--- src/enc_param_pkg.sv ---
`default_nettype none
package enc_param_pkg;

  // Register byte addresses
  localparam logic [7:0] REG_FLAGS_OFS      = 8'h00;
  localparam logic [7:0] REG_REF_SRC_OFS    = 8'h04;
  localparam logic [7:0] REG_FBK_SRC_OFS    = 8'h08;
  localparam logic [7:0] REG_ENABLES_OFS    = 8'h0C;
  localparam logic [7:0] REG_ERROR_ID_OFS   = 8'h10;
  localparam logic [7:0] REG_SHORTCUT_OFS   = 8'h14;
  localparam logic [7:0] REG_SPEED_OFS      = 8'h18;
  localparam logic [7:0] REG_HARD_SPEED_OFS = 8'h1C;
  localparam logic [7:0] REG_FRZ_REF_OFS    = 8'h20;
  localparam logic [7:0] REG_FRZ_FBK_OFS    = 8'h24;
  localparam logic [7:0] REG_MRK_REF_OFS    = 8'h28;
  localparam logic [7:0] REG_IRQ_STAT_OFS   = 8'h2C;
  localparam logic [7:0] REG_IRQ_MASK_OFS   = 8'h30;

  // Flag register bits
  localparam int FLG_REF_MARKER_BIT = 0;
  localparam int FLG_FBK_MARKER_BIT = 1;
  localparam int FLG_REF_FREEZE_BIT = 2;
  localparam int FLG_FBK_FREEZE_BIT = 3;

  // Enable register bits
  localparam int EN_REF_MARKER_BIT = 0;
  localparam int EN_FBK_MARKER_BIT = 1;
  localparam int EN_REF_FREEZE_BIT = 2;
  localparam int EN_FBK_FREEZE_BIT = 3;

  // Interrupt status bits
  localparam int IRQ_REF_MARKER_BIT = 0;
  localparam int IRQ_FBK_MARKER_BIT = 1;
  localparam int IRQ_REF_FREEZE_BIT = 2;
  localparam int IRQ_FBK_FREEZE_BIT = 3;
  localparam int IRQ_MOTION_TRIP_BIT = 4;
  localparam int IRQ_WIDTH = 5;

  // Shortcut enable bits
  localparam int SC_SPEED_BIT      = 0;
  localparam int SC_HARD_SPEED_BIT = 1;
  localparam int SC_TORQUE_BIT     = 2;
  localparam int SC_ANALOG1_BIT    = 3;
  localparam int SC_ANALOG2_BIT    = 4;
  localparam logic [7:0] SC_WRITABLE_MASK = 8'h1F;

  // Reset values
  localparam logic [7:0] SHORTCUT_RESET   = 8'h00;
  localparam logic [7:0] SOURCE_RESET     = 8'h05;
  localparam logic [31:0] WORD_RESET      = 32'h0000_0000;
  localparam logic [31:0] ERROR_ID_RESET  = 32'h0000_0000;

  // Encoder sources
  typedef enum logic [7:0] {
    SRC_DRIVE_ENCODER = 8'h00,
    SRC_SLOT_ONE      = 8'h01,
    SRC_SLOT_TWO      = 8'h02,
    SRC_SLOT_THREE    = 8'h03,
    SRC_USER_PROGRAM  = 8'h04,
    SRC_UNCONFIGURED  = 8'h05
  } enc_source_t;

  // Motion error identifiers
  typedef enum logic [31:0] {
    ERR_NONE_OR_ENC_SETUP = 32'h0000_0000,
    ERR_CAM_ARRAY_SMALL   = 32'h0000_0001,
    ERR_CAM_SEG_OVERRUN   = 32'h0000_0002,
    ERR_CAM_SIZE_ZERO     = 32'h0000_0003,
    ERR_CAM_ABS_RESET     = 32'h0000_0004
  } motion_error_t;

  // Forwarding period
  localparam int CLK_FREQ_HZ        = 125_000_000;
  localparam int FWD_PERIOD_US      = 250;
  localparam int FWD_PERIOD_CYCLES  = (CLK_FREQ_HZ / 1_000_000) * FWD_PERIOD_US;

  // Marker/freeze flag update: set beats software clear
  function automatic logic sticky_next(input logic cur, input logic set_ev,
                                       input logic clr);
    sticky_next = set_ev | (cur & ~clr);
  endfunction : sticky_next

endpackage : enc_param_pkg
`default_nettype wire

--- src/encoder_capture_and_shortcut_params.sv ---
// Our own choices: the register addresses and register access over Wishbone.
`timescale 1ns/10ps
`default_nettype none
// Behaviour
// marker sets flag only when enabled
// software writes zero to re-arm
// software writing one is ignored
// source codes: drive, slots, user, unconfigured
// freeze sets flag only when enabled
// trip 81 loads error identifier
// error codes zero to four
// shortcut bits zero to four assigned
// setpoint forwarded only when enabled
// speed mirrored to preset every 250us
// drive must select preset speed one
// hard speed forwarded every 250us
// hard speed only in closed loop
// freeze captures turns high, position low
// marker captures reference position
// reserved shortcut bits read zero
module encoder_capture_and_shortcut_params
  import enc_param_pkg::*;
#(
  parameter int FWD_CYCLES = FWD_PERIOD_CYCLES
)
(
  // System
  input  wire logic        clk_i,
  input  wire logic        rst_i,
  input  wire logic        ce_i,
  // Wishbone slave
  input  wire logic        wb_cyc_i,
  input  wire logic        wb_stb_i,
  input  wire logic        wb_we_i,
  input  wire logic [7:0]  wb_adr_i,
  input  wire logic [3:0]  wb_sel_i,
  input  wire logic [31:0] wb_dat_i,
  output logic [31:0]      wb_dat_o,
  output logic             wb_ack_o,
  output logic             wb_err_o,
  // Encoder inputs
  input  wire logic [15:0] ref_turns_i,
  input  wire logic [15:0] ref_coarse_pos_i,
  input  wire logic [15:0] fbk_turns_i,
  input  wire logic [15:0] fbk_coarse_pos_i,
  input  wire logic        ref_marker_i,
  input  wire logic        fbk_marker_i,
  input  wire logic        ref_freeze_i,
  input  wire logic        fbk_freeze_i,
  // Position control library trip
  input  wire logic        motion_trip_i,
  input  wire logic [31:0] motion_error_code_i,
  // Drive side
  output logic [31:0]      preset_speed_one_o,
  output logic             preset_speed_one_load_o,
  output logic [31:0]      drive_hard_speed_ref_o,
  output logic             drive_hard_speed_load_o,
  output logic [7:0]       shortcut_enables_o,
  output logic [7:0]       ref_source_sel_o,
  output logic [7:0]       fbk_source_sel_o,
  // Interrupt
  output logic             irq_o
);

  // Register state
  logic [7:0]           ref_source_sel_ff;
  logic [7:0]           fbk_source_sel_ff;
  logic [3:0]           enables_ff;
  logic [31:0]          motion_error_id_ff;
  logic [7:0]           shortcut_enables_ff;
  logic [31:0]          speed_setpoint_fine_ff;
  logic [31:0]          hard_speed_setpoint_ff;
  logic [IRQ_WIDTH-1:0] irq_status_ff;
  logic [IRQ_WIDTH-1:0] irq_mask_ff;
  // Drive-side copies and bus answer
  logic [31:0]          preset_speed_one_ff;
  logic [31:0]          drive_hard_speed_ref_ff;
  logic                 speed_load_ff;
  logic                 hard_load_ff;
  logic                 ack_ff;
  logic                 err_ff;
  logic [31:0]          rdata_ff;

  // Bus decode
  wire logic req_w   = wb_cyc_i & wb_stb_i & ~ack_ff & ~err_ff;
  wire logic wr_w    = req_w & wb_we_i & ce_i;
  wire logic rd_w    = req_w & ~wb_we_i & ce_i;

  // Address hits
  wire logic hit_flags    = (wb_adr_i == REG_FLAGS_OFS);
  wire logic hit_ref_src  = (wb_adr_i == REG_REF_SRC_OFS);
  wire logic hit_fbk_src  = (wb_adr_i == REG_FBK_SRC_OFS);
  wire logic hit_enables  = (wb_adr_i == REG_ENABLES_OFS);
  wire logic hit_err_id   = (wb_adr_i == REG_ERROR_ID_OFS);
  wire logic hit_shortcut = (wb_adr_i == REG_SHORTCUT_OFS);
  wire logic hit_speed    = (wb_adr_i == REG_SPEED_OFS);
  wire logic hit_hard     = (wb_adr_i == REG_HARD_SPEED_OFS);
  wire logic hit_frz_ref  = (wb_adr_i == REG_FRZ_REF_OFS);
  wire logic hit_frz_fbk  = (wb_adr_i == REG_FRZ_FBK_OFS);
  wire logic hit_mrk_ref  = (wb_adr_i == REG_MRK_REF_OFS);
  wire logic hit_irq_stat = (wb_adr_i == REG_IRQ_STAT_OFS);
  wire logic hit_irq_mask = (wb_adr_i == REG_IRQ_MASK_OFS);
  wire logic mapped_w = hit_flags | hit_ref_src | hit_fbk_src | hit_enables | hit_err_id
                      | hit_shortcut | hit_speed | hit_hard | hit_frz_ref | hit_frz_fbk
                      | hit_mrk_ref | hit_irq_stat | hit_irq_mask;

  // Byte-lane merge
  function automatic logic [31:0] merge_bytes(input logic [31:0] cur, input logic [31:0] wd,
                                              input logic [3:0] sel);
    logic [31:0] res;
    res = cur;
    for (int i = 0; i < 4; i++)
      if (sel[i])
        res[i*8 +: 8] = wd[i*8 +: 8];
    merge_bytes = res;
  endfunction : merge_bytes

  // Flags register: a write of zero to a bit clears it, a one is ignored
  wire logic       flags_wr_w = wr_w & hit_flags & wb_sel_i[0];
  wire logic [3:0] flag_clr_w = {4{flags_wr_w}} & ~wb_dat_i[3:0];

  // Capture channels
  logic        ref_marker_flag;
  logic        fbk_marker_flag;
  logic        ref_freeze_flag;
  logic        fbk_freeze_flag;
  logic        ref_marker_set;
  logic        fbk_marker_set;
  logic        ref_freeze_set;
  logic        fbk_freeze_set;
  logic [31:0] ref_marker_pos;
  logic [31:0] ref_freeze_word;
  logic [31:0] fbk_freeze_word;
  wire  logic [31:0] ref_pos_w = {ref_turns_i, ref_coarse_pos_i};
  wire  logic [31:0] fbk_pos_w = {fbk_turns_i, fbk_coarse_pos_i};

  // Reference marker and its position word
  enc_capture u_ref_marker (
    .clk_i       (clk_i),
    .rst_i       (rst_i),
    .ce_i        (ce_i),
    .position_i  (ref_pos_w),
    .event_i     (ref_marker_i),
    .enable_i    (enables_ff[EN_REF_MARKER_BIT]),
    .clear_i     (flag_clr_w[FLG_REF_MARKER_BIT]),
    .flag_o      (ref_marker_flag),
    .set_pulse_o (ref_marker_set),
    .capture_o   (ref_marker_pos)
  );

  // Feedback marker, flag only
  enc_capture u_fbk_marker (
    .clk_i       (clk_i),
    .rst_i       (rst_i),
    .ce_i        (ce_i),
    .position_i  (fbk_pos_w),
    .event_i     (fbk_marker_i),
    .enable_i    (enables_ff[EN_FBK_MARKER_BIT]),
    .clear_i     (flag_clr_w[FLG_FBK_MARKER_BIT]),
    .flag_o      (fbk_marker_flag),
    .set_pulse_o (fbk_marker_set),
    .capture_o   ()
  );

  // Reference freeze word
  enc_capture u_ref_freeze (
    .clk_i       (clk_i),
    .rst_i       (rst_i),
    .ce_i        (ce_i),
    .position_i  (ref_pos_w),
    .event_i     (ref_freeze_i),
    .enable_i    (enables_ff[EN_REF_FREEZE_BIT]),
    .clear_i     (flag_clr_w[FLG_REF_FREEZE_BIT]),
    .flag_o      (ref_freeze_flag),
    .set_pulse_o (ref_freeze_set),
    .capture_o   (ref_freeze_word)
  );

  // Feedback freeze word
  enc_capture u_fbk_freeze (
    .clk_i       (clk_i),
    .rst_i       (rst_i),
    .ce_i        (ce_i),
    .position_i  (fbk_pos_w),
    .event_i     (fbk_freeze_i),
    .enable_i    (enables_ff[EN_FBK_FREEZE_BIT]),
    .clear_i     (flag_clr_w[FLG_FBK_FREEZE_BIT]),
    .flag_o      (fbk_freeze_flag),
    .set_pulse_o (fbk_freeze_set),
    .capture_o   (fbk_freeze_word)
  );

  // Forwarding tick
  logic fwd_tick;

  fwd_timer #(
    .PERIOD_CYCLES (FWD_CYCLES)
  ) u_fwd_timer (
    .clk_i  (clk_i),
    .rst_i  (rst_i),
    .ce_i   (ce_i),
    .tick_o (fwd_tick)
  );

  wire logic speed_fwd_w = fwd_tick & shortcut_enables_ff[SC_SPEED_BIT];
  wire logic hard_fwd_w  = fwd_tick & shortcut_enables_ff[SC_HARD_SPEED_BIT];

  // Interrupt events and read-to-clear
  wire logic [IRQ_WIDTH-1:0] irq_event_w = {motion_trip_i & ce_i, fbk_freeze_set,
                                            ref_freeze_set, fbk_marker_set, ref_marker_set};
  wire logic stat_rd_w = rd_w & hit_irq_stat;

  // Register write data
  wire logic [31:0] err_id_nxt_w = motion_error_code_i;
  wire logic [31:0] shortcut_merge_w = merge_bytes({24'h000000, shortcut_enables_ff},
                                                   wb_dat_i, wb_sel_i);
  wire logic [7:0] nxt_shortcut = shortcut_merge_w[7:0] & SC_WRITABLE_MASK;

  // Software-written registers

  always_ff @(posedge clk_i)
  begin
    if (rst_i)
    begin
      ref_source_sel_ff      <= SOURCE_RESET;
      fbk_source_sel_ff      <= SOURCE_RESET;
      enables_ff             <= 4'h0;
      shortcut_enables_ff    <= SHORTCUT_RESET;
      speed_setpoint_fine_ff <= WORD_RESET;
      hard_speed_setpoint_ff <= WORD_RESET;
      irq_mask_ff            <= '0;
    end
    else if (wr_w)
    begin
      if (hit_ref_src && wb_sel_i[0])
        ref_source_sel_ff <= wb_dat_i[7:0];
      if (hit_fbk_src && wb_sel_i[0])
        fbk_source_sel_ff <= wb_dat_i[7:0];
      if (hit_enables && wb_sel_i[0])
        enables_ff <= wb_dat_i[3:0];
      if (hit_shortcut)
        shortcut_enables_ff <= nxt_shortcut;
      if (hit_speed)
        speed_setpoint_fine_ff <= merge_bytes(speed_setpoint_fine_ff, wb_dat_i, wb_sel_i);
      if (hit_hard)
        hard_speed_setpoint_ff <= merge_bytes(hard_speed_setpoint_ff, wb_dat_i, wb_sel_i);
      if (hit_irq_mask && wb_sel_i[0])
        irq_mask_ff <= wb_dat_i[IRQ_WIDTH-1:0];
    end
  end

  // Error identifier and sticky interrupt status
  always_ff @(posedge clk_i)
  begin
    if (rst_i)
    begin
      motion_error_id_ff <= ERROR_ID_RESET;
      irq_status_ff      <= '0;
    end
    else if (ce_i)
    begin
      // Code only valid while the trip is raised
      if (motion_trip_i)
        motion_error_id_ff <= err_id_nxt_w;
      // New events win over a same-cycle status read
      irq_status_ff <= irq_event_w | (irq_status_ff & ~{IRQ_WIDTH{stat_rd_w}});
    end
  end

  // Drive forwarding
  always_ff @(posedge clk_i)
  begin
    if (rst_i)
    begin
      preset_speed_one_ff     <= WORD_RESET;
      drive_hard_speed_ref_ff <= WORD_RESET;
      speed_load_ff           <= 1'b0;
      hard_load_ff            <= 1'b0;
    end
    else if (ce_i)
    begin
      // Load strobes lag the tick by one cycle
      speed_load_ff <= speed_fwd_w;
      hard_load_ff  <= hard_fwd_w;
      if (speed_fwd_w)
        preset_speed_one_ff <= speed_setpoint_fine_ff;
      if (hard_fwd_w)
        drive_hard_speed_ref_ff <= hard_speed_setpoint_ff;
    end
  end

  // Read mux
  wire logic [31:0] flags_rd_w = {28'h0000000, fbk_freeze_flag, ref_freeze_flag,
                                  fbk_marker_flag, ref_marker_flag};
  // Priority chain; hits are mutually exclusive
  wire logic [31:0] rd_mux_w =
      hit_flags    ? flags_rd_w :
      hit_ref_src  ? {24'h000000, ref_source_sel_ff} :
      hit_fbk_src  ? {24'h000000, fbk_source_sel_ff} :
      hit_enables  ? {28'h0000000, enables_ff} :
      hit_err_id   ? motion_error_id_ff :
      hit_shortcut ? {24'h000000, shortcut_enables_ff} :
      hit_speed    ? speed_setpoint_fine_ff :
      hit_hard     ? hard_speed_setpoint_ff :
      hit_frz_ref  ? ref_freeze_word :
      hit_frz_fbk  ? fbk_freeze_word :
      hit_mrk_ref  ? ref_marker_pos :
      hit_irq_stat ? {27'h0000000, irq_status_ff} :
      hit_irq_mask ? {27'h0000000, irq_mask_ff} :
                     32'h0000_0000;

  // Bus answer one cycle after the request
  always_ff @(posedge clk_i)
  begin
    if (rst_i)
    begin
      ack_ff   <= 1'b0;
      err_ff   <= 1'b0;
      rdata_ff <= WORD_RESET;
    end
    else
    begin
      // Ack and err are single-cycle pulses
      ack_ff <= req_w & ce_i & mapped_w;
      err_ff <= req_w & ce_i & ~mapped_w;
      if (rd_w)
        rdata_ff <= rd_mux_w;
    end
  end

  // Outputs
  assign wb_dat_o                = rdata_ff;
  assign wb_ack_o                = ack_ff;
  assign wb_err_o                = err_ff;
  assign preset_speed_one_o      = preset_speed_one_ff;
  assign preset_speed_one_load_o = speed_load_ff;
  assign drive_hard_speed_ref_o  = drive_hard_speed_ref_ff;
  assign drive_hard_speed_load_o = hard_load_ff;
  assign shortcut_enables_o      = shortcut_enables_ff;
  assign ref_source_sel_o        = ref_source_sel_ff;
  assign fbk_source_sel_o        = fbk_source_sel_ff;
  assign irq_o                   = |(irq_status_ff & irq_mask_ff);

endmodule : encoder_capture_and_shortcut_params
`default_nettype wire

--- src/enc_capture.sv ---
`timescale 1ns/10ps
`default_nettype none
module enc_capture
  import enc_param_pkg::*;
(
  // Clock and reset
  input  wire logic        clk_i,
  input  wire logic        rst_i,
  input  wire logic        ce_i,
  // Encoder side
  input  wire logic [31:0] position_i,
  input  wire logic        event_i,
  input  wire logic        enable_i,
  // Software clear
  input  wire logic        clear_i,
  // Results
  output logic             flag_o,
  output logic             set_pulse_o,
  output logic [31:0]      capture_o
);

  logic        flag_ff;
  logic [31:0] capture_ff;
  wire  logic  take_w = event_i & enable_i;

  always_ff @(posedge clk_i)
  begin
    if (rst_i)
    begin
      flag_ff    <= 1'b0;
      capture_ff <= WORD_RESET;
    end
    else if (ce_i)
    begin
      flag_ff <= sticky_next(flag_ff, take_w, clear_i);
      if (take_w)
        capture_ff <= position_i;
    end
  end

  assign flag_o      = flag_ff;
  assign set_pulse_o = take_w & ce_i;
  assign capture_o   = capture_ff;

endmodule : enc_capture
`default_nettype wire

--- src/fwd_timer.sv ---
`timescale 1ns/10ps
`default_nettype none
module fwd_timer
  import enc_param_pkg::*;
#(
  parameter int PERIOD_CYCLES = FWD_PERIOD_CYCLES
)
(
  // Clock and reset
  input  wire logic clk_i,
  input  wire logic rst_i,
  input  wire logic ce_i,
  // Tick
  output logic      tick_o
);

  logic [15:0] count_ff;
  wire  logic  wrap_w = (count_ff == 16'(PERIOD_CYCLES - 1));

  always_ff @(posedge clk_i)
  begin
    if (rst_i)
      count_ff <= 16'h0000;
    else if (ce_i)
      count_ff <= wrap_w ? 16'h0000 : count_ff + 16'h0001;
  end

  assign tick_o = wrap_w & ce_i;

endmodule : fwd_timer
`default_nettype wire

--- config.mk ---
export PLATFORM = sky130hd
export DESIGN_NAME = encoder_capture_and_shortcut_params
export DESIGN_NICKNAME = d
export VERILOG_FILES = /design/src/enc_param_pkg.sv /design/src/encoder_capture_and_shortcut_params.sv /design/src/enc_capture.sv /design/src/fwd_timer.sv
export SDC_FILE = /design/constraint.sdc
export NUM_CORES = 1
export LEC_CHECK = 0
export BUFFER_PORTS_ARGS = -buffer_cell sky130_fd_sc_hd__buf_4
export CORE_ASPECT_RATIO = 1.4
export CORE_UTILIZATION = 50
export CTS_CLUSTER_DIAMETER = 120
export CTS_CLUSTER_SIZE = 12
export DETAILED_ROUTE_END_ITERATION = 6
export PLACE_DENSITY = 0.69
export SETUP_SLACK_MARGIN = 0.15
export SLEW_MARGIN = 15
export SYNTH_ARGS = -nofsm -noshare
export SYNTH_HDL_FRONTEND = slang
export SYNTH_SLANG_ARGS = --single-unit
--- constraint.sdc ---
create_clock -name clk_i -period 3.2 [get_ports clk_i]
set_input_delay 0.48 -clock clk_i [delete_from_list [all_inputs] [get_ports clk_i]]
set_output_delay 0.48 -clock clk_i [all_outputs]
set_load 0.01 [all_outputs]
==> impl_metrics.yaml <==
power_and_ir_drop:
  clkPwrFrac: 0.422
  seq_power_share: 0.518
  power.internal_mw: 6.50
  p_comb_frac: 0.060
  p_leak_nw: 6.90
  power_density_nw_per_um2: 473
  p_sw_mw: 1.92
  switching_share: 0.229
  design_power_total_mw: 8.42
  peakVddDrop_mv: 0.316
timing:
  setup_viol: 0
  min_period_ns: 2.58
  slew_violations: 0
  finalCritPeriodShare: 0.808
  worst_pin_slew_ns: 1.14
  rsz0062_at_grt: "no"
  timing.fmax_ghz: 0.387
  hold-worst-slack_ns: 0.193
  clock_skew_ns: 0.0146
  timing_hold_violations_final: 0
  fin_setup_tns_ns: 0
  maxSlewHeadroom: 0.241
clock_tree:
  hold_buffers: 0
  cts_resized: 0
  clock_latency_ns: 0.53
  cts_root_buf: "clkbuf_16"
  clock-sinks: 347
  post_cts_buffers: 0
  clk_path_buf_depth: 3
  cts_buffers: 34
  clk_pin_slew_ns: 0.06
  h-tree-depth: 2
  cts_tree: "yes"
run:
  maxCapViolCount: 0
synth:
  synth_edf_count: 0
  synth_top_area_share: 0.477
  syn_area_um2: 14600
  synth_warnings: 0
  yosysMostFrequentCell: "nand2_1"
  synth_seq_cells: 347
  synth_ff_type: "dfxtp_1"
  ys_top_cells_by_count: "nand2_1, dfxtp_1, a21oi_1"
  ys_seq_area_frac: 0.477
  synthCells: 1771
  ys_types: 69
  synth.largest_area_cell: "dfxtp_1"
  synthTopCellsByArea: "dfxtp_1, nand2_1, mux2i_1"
  avgSynthCellArea_um2: 8.23
  ys_async_sr_fraction: 0
cells_and_area:
  insertedDiodeCount: 0
  finalNetCount: 2135
  drive_above_1_share: 0.196
  stdcell_count: 2359
  area_delta_synth_final_pct: 22.2
setup_path:
  cp-end-kind: "flip-flop"
  cp_top_family: "simple AND/OR/NAND/NOR gates"
  required_ns: 3.66
  cp-startpoint: "u_fwd_timer.count_ff[0]"
  cp_data_arrival_time_ns: 3.04
  cp_max_fo: 32
  worstReg2RegStart: "u_fwd_timer.count_ff[0]"
  cp_slowest_cell: "or4bb_1"
  worst_setup_path_start_kind: "flip-flop"
  path_buf_inv: 1
  max_stage_delay_ns: 0.51
  path_class: "reg2reg"
  worstPathCellList: "ha_1 -> or4bb_1 -> nor4_2 -> and2_1 -> buf_4 -> nand2_1 -> a21oi_1"
floorplanning:
  dieArea_um2: 29800
  die_w_um: 146
  die_y_um: 204
  rows: 73
  start_util: 0.511
  core_um2: 28500
  pin_count: 276
placement:
  post-dp-hpwl_um: 33800
  gp_congestion: 0.938
  io_buffers: 272
  dp.cells: 2321
grt:
  antenna_found_initial: 0
  grt_max_degree: 183
  grt_pass1_wl_um: 73300
  overflow: 0
  grt.total_usage: 0.315
  grt_pass1_vias: 12800
drt:
  wl_um: 47700
  drt_iter0_markers: 842
  routedWlPerCell_um: 20.2
  route.vias.total: 13400
  route.detailed.drc: 0
  drtAntennaViolNets: 0
  vias_per_cell: 5.69
  drt-pass1-iter-count: 5
status:
  status: "completed"
worst_hold_path:
  min_path_type: "in2reg"
  hold_start: "wb_dat_i[9]"
-- worst register-to-register path, stage by stage, from the launching register on --
cell and delay, ns:
dfxtp_1 0.44, ha_1 0.18, or4bb_1 0.51, nor4_2 0.50, and2_1 0.19, buf_4 0.36
nand2_1 0.20, a21oi_1 0.16
-- cells in the final DEF (no fill, tap or decap), types with 31 or more instances in the layout --
cell type,instances
dfxtp_1,347
mux2i_1,114
o22ai_1,31
nand3_1,40
a21oi_1,218
clkbuf_16,35
nor2_1,118
a22oi_1,33
nand2_1,473
buf_4,314
-- metrics by stage --
| step | instance area (um2) | setup slack (ns) | utilization |
|---|---|---|---|
| 2_1_floorplan | 14600 | 0.973 | - |
| 3_3_place_gp | 16900 | 0.342 | 0.593 |
| 3_5_place_dp | 16900 | 0.316 | 0.593 |
| 4_1_cts | 17800 | 0.621 | 0.625 |
| 5_1_grt | 17800 | 0.438 | 0.625 |
| 6_report | 17800 | 0.616 | 0.625 |
-- cell families (layout without fill, tap and decap cells) --
logic type,count (synthesis),count (layout),synth area share
AND/OR/NAND/NOR,728,728,0.219
AO/OA/AOI/OAI,411,411,0.170
flip-flops,347,347,0.477
buffers and inverters,151,362,0.0416
multiplexers,118,118,0.0822
XOR/XNOR,13,13,0.00781
adder cells (fa/ha/maj),2,2,0.00172
other,1,3,0.000257
-- path summary, 6_finish.rpt --
kind | cells after the start | slack, ns | endpoint
setup / recovery | 7 | 0.62 | preset_speed_one_o[9]
hold / removal | 3 | 0.19 | speed_setpoint_fine_ff[9]
setup reg to reg | 7 | 0.62 | preset_speed_one_o[9]
hold reg to reg | 2 | 0.45 | preset_speed_one_o[21]
-- state kept, by name, summed over array words and instances, names as in the netlist, 8 cells and up --
name	flops
wb_dat_o	32
speed_setpoint_fine_ff	32
u_ref_marker.capture_o	32
preset_speed_one_o	32
u_fwd_timer.count_ff	16
hard_speed_setpoint_ff	32
u_ref_freeze.capture_o	32
ref_source_sel_o	8
motion_error_id_ff	32
u_fbk_freeze.capture_o	32
fbk_source_sel_o	8
drive_hard_speed_ref_o	32
-- metal layers --
| layer | GRT usage | up-vias | wire [um] |
|---|---|---|---|
| met1 | 0.414 | 6344 | 20100 |
| li1 | - | 6490 | - |
| met3 | 0.0513 | 88 | 3270 |
| met4 | 0.112 | 0 | 1470 |
| met2 | 0.522 | 495 | 22800 |
| met5 | 0 | - | 0 |
-- area by class of cell --
cell class                      count  area (um2)
Clock buffer                       36         880
Timing Repair Buffer              316        2390
Fill cell                        2634       10700
Clock inverter                      2        28.8
Multi-Input combinational cell   1275        7060
Inverter                            8        30.0
Sequential cell                   347        6950
Tap cell                          375         469
-- power groups by stage --
stage	sequential (mW)	combinational, mW	clock, mW
CTS	4.36	0.501	3.60
global placement	4.46	0.502	0
floorplan	4.45	0.233	0
finish	4.36	0.504	3.56
global route	4.36	0.536	3.77
detailed placement	4.46	0.499	0
Power figures use the tool's default switching activity.
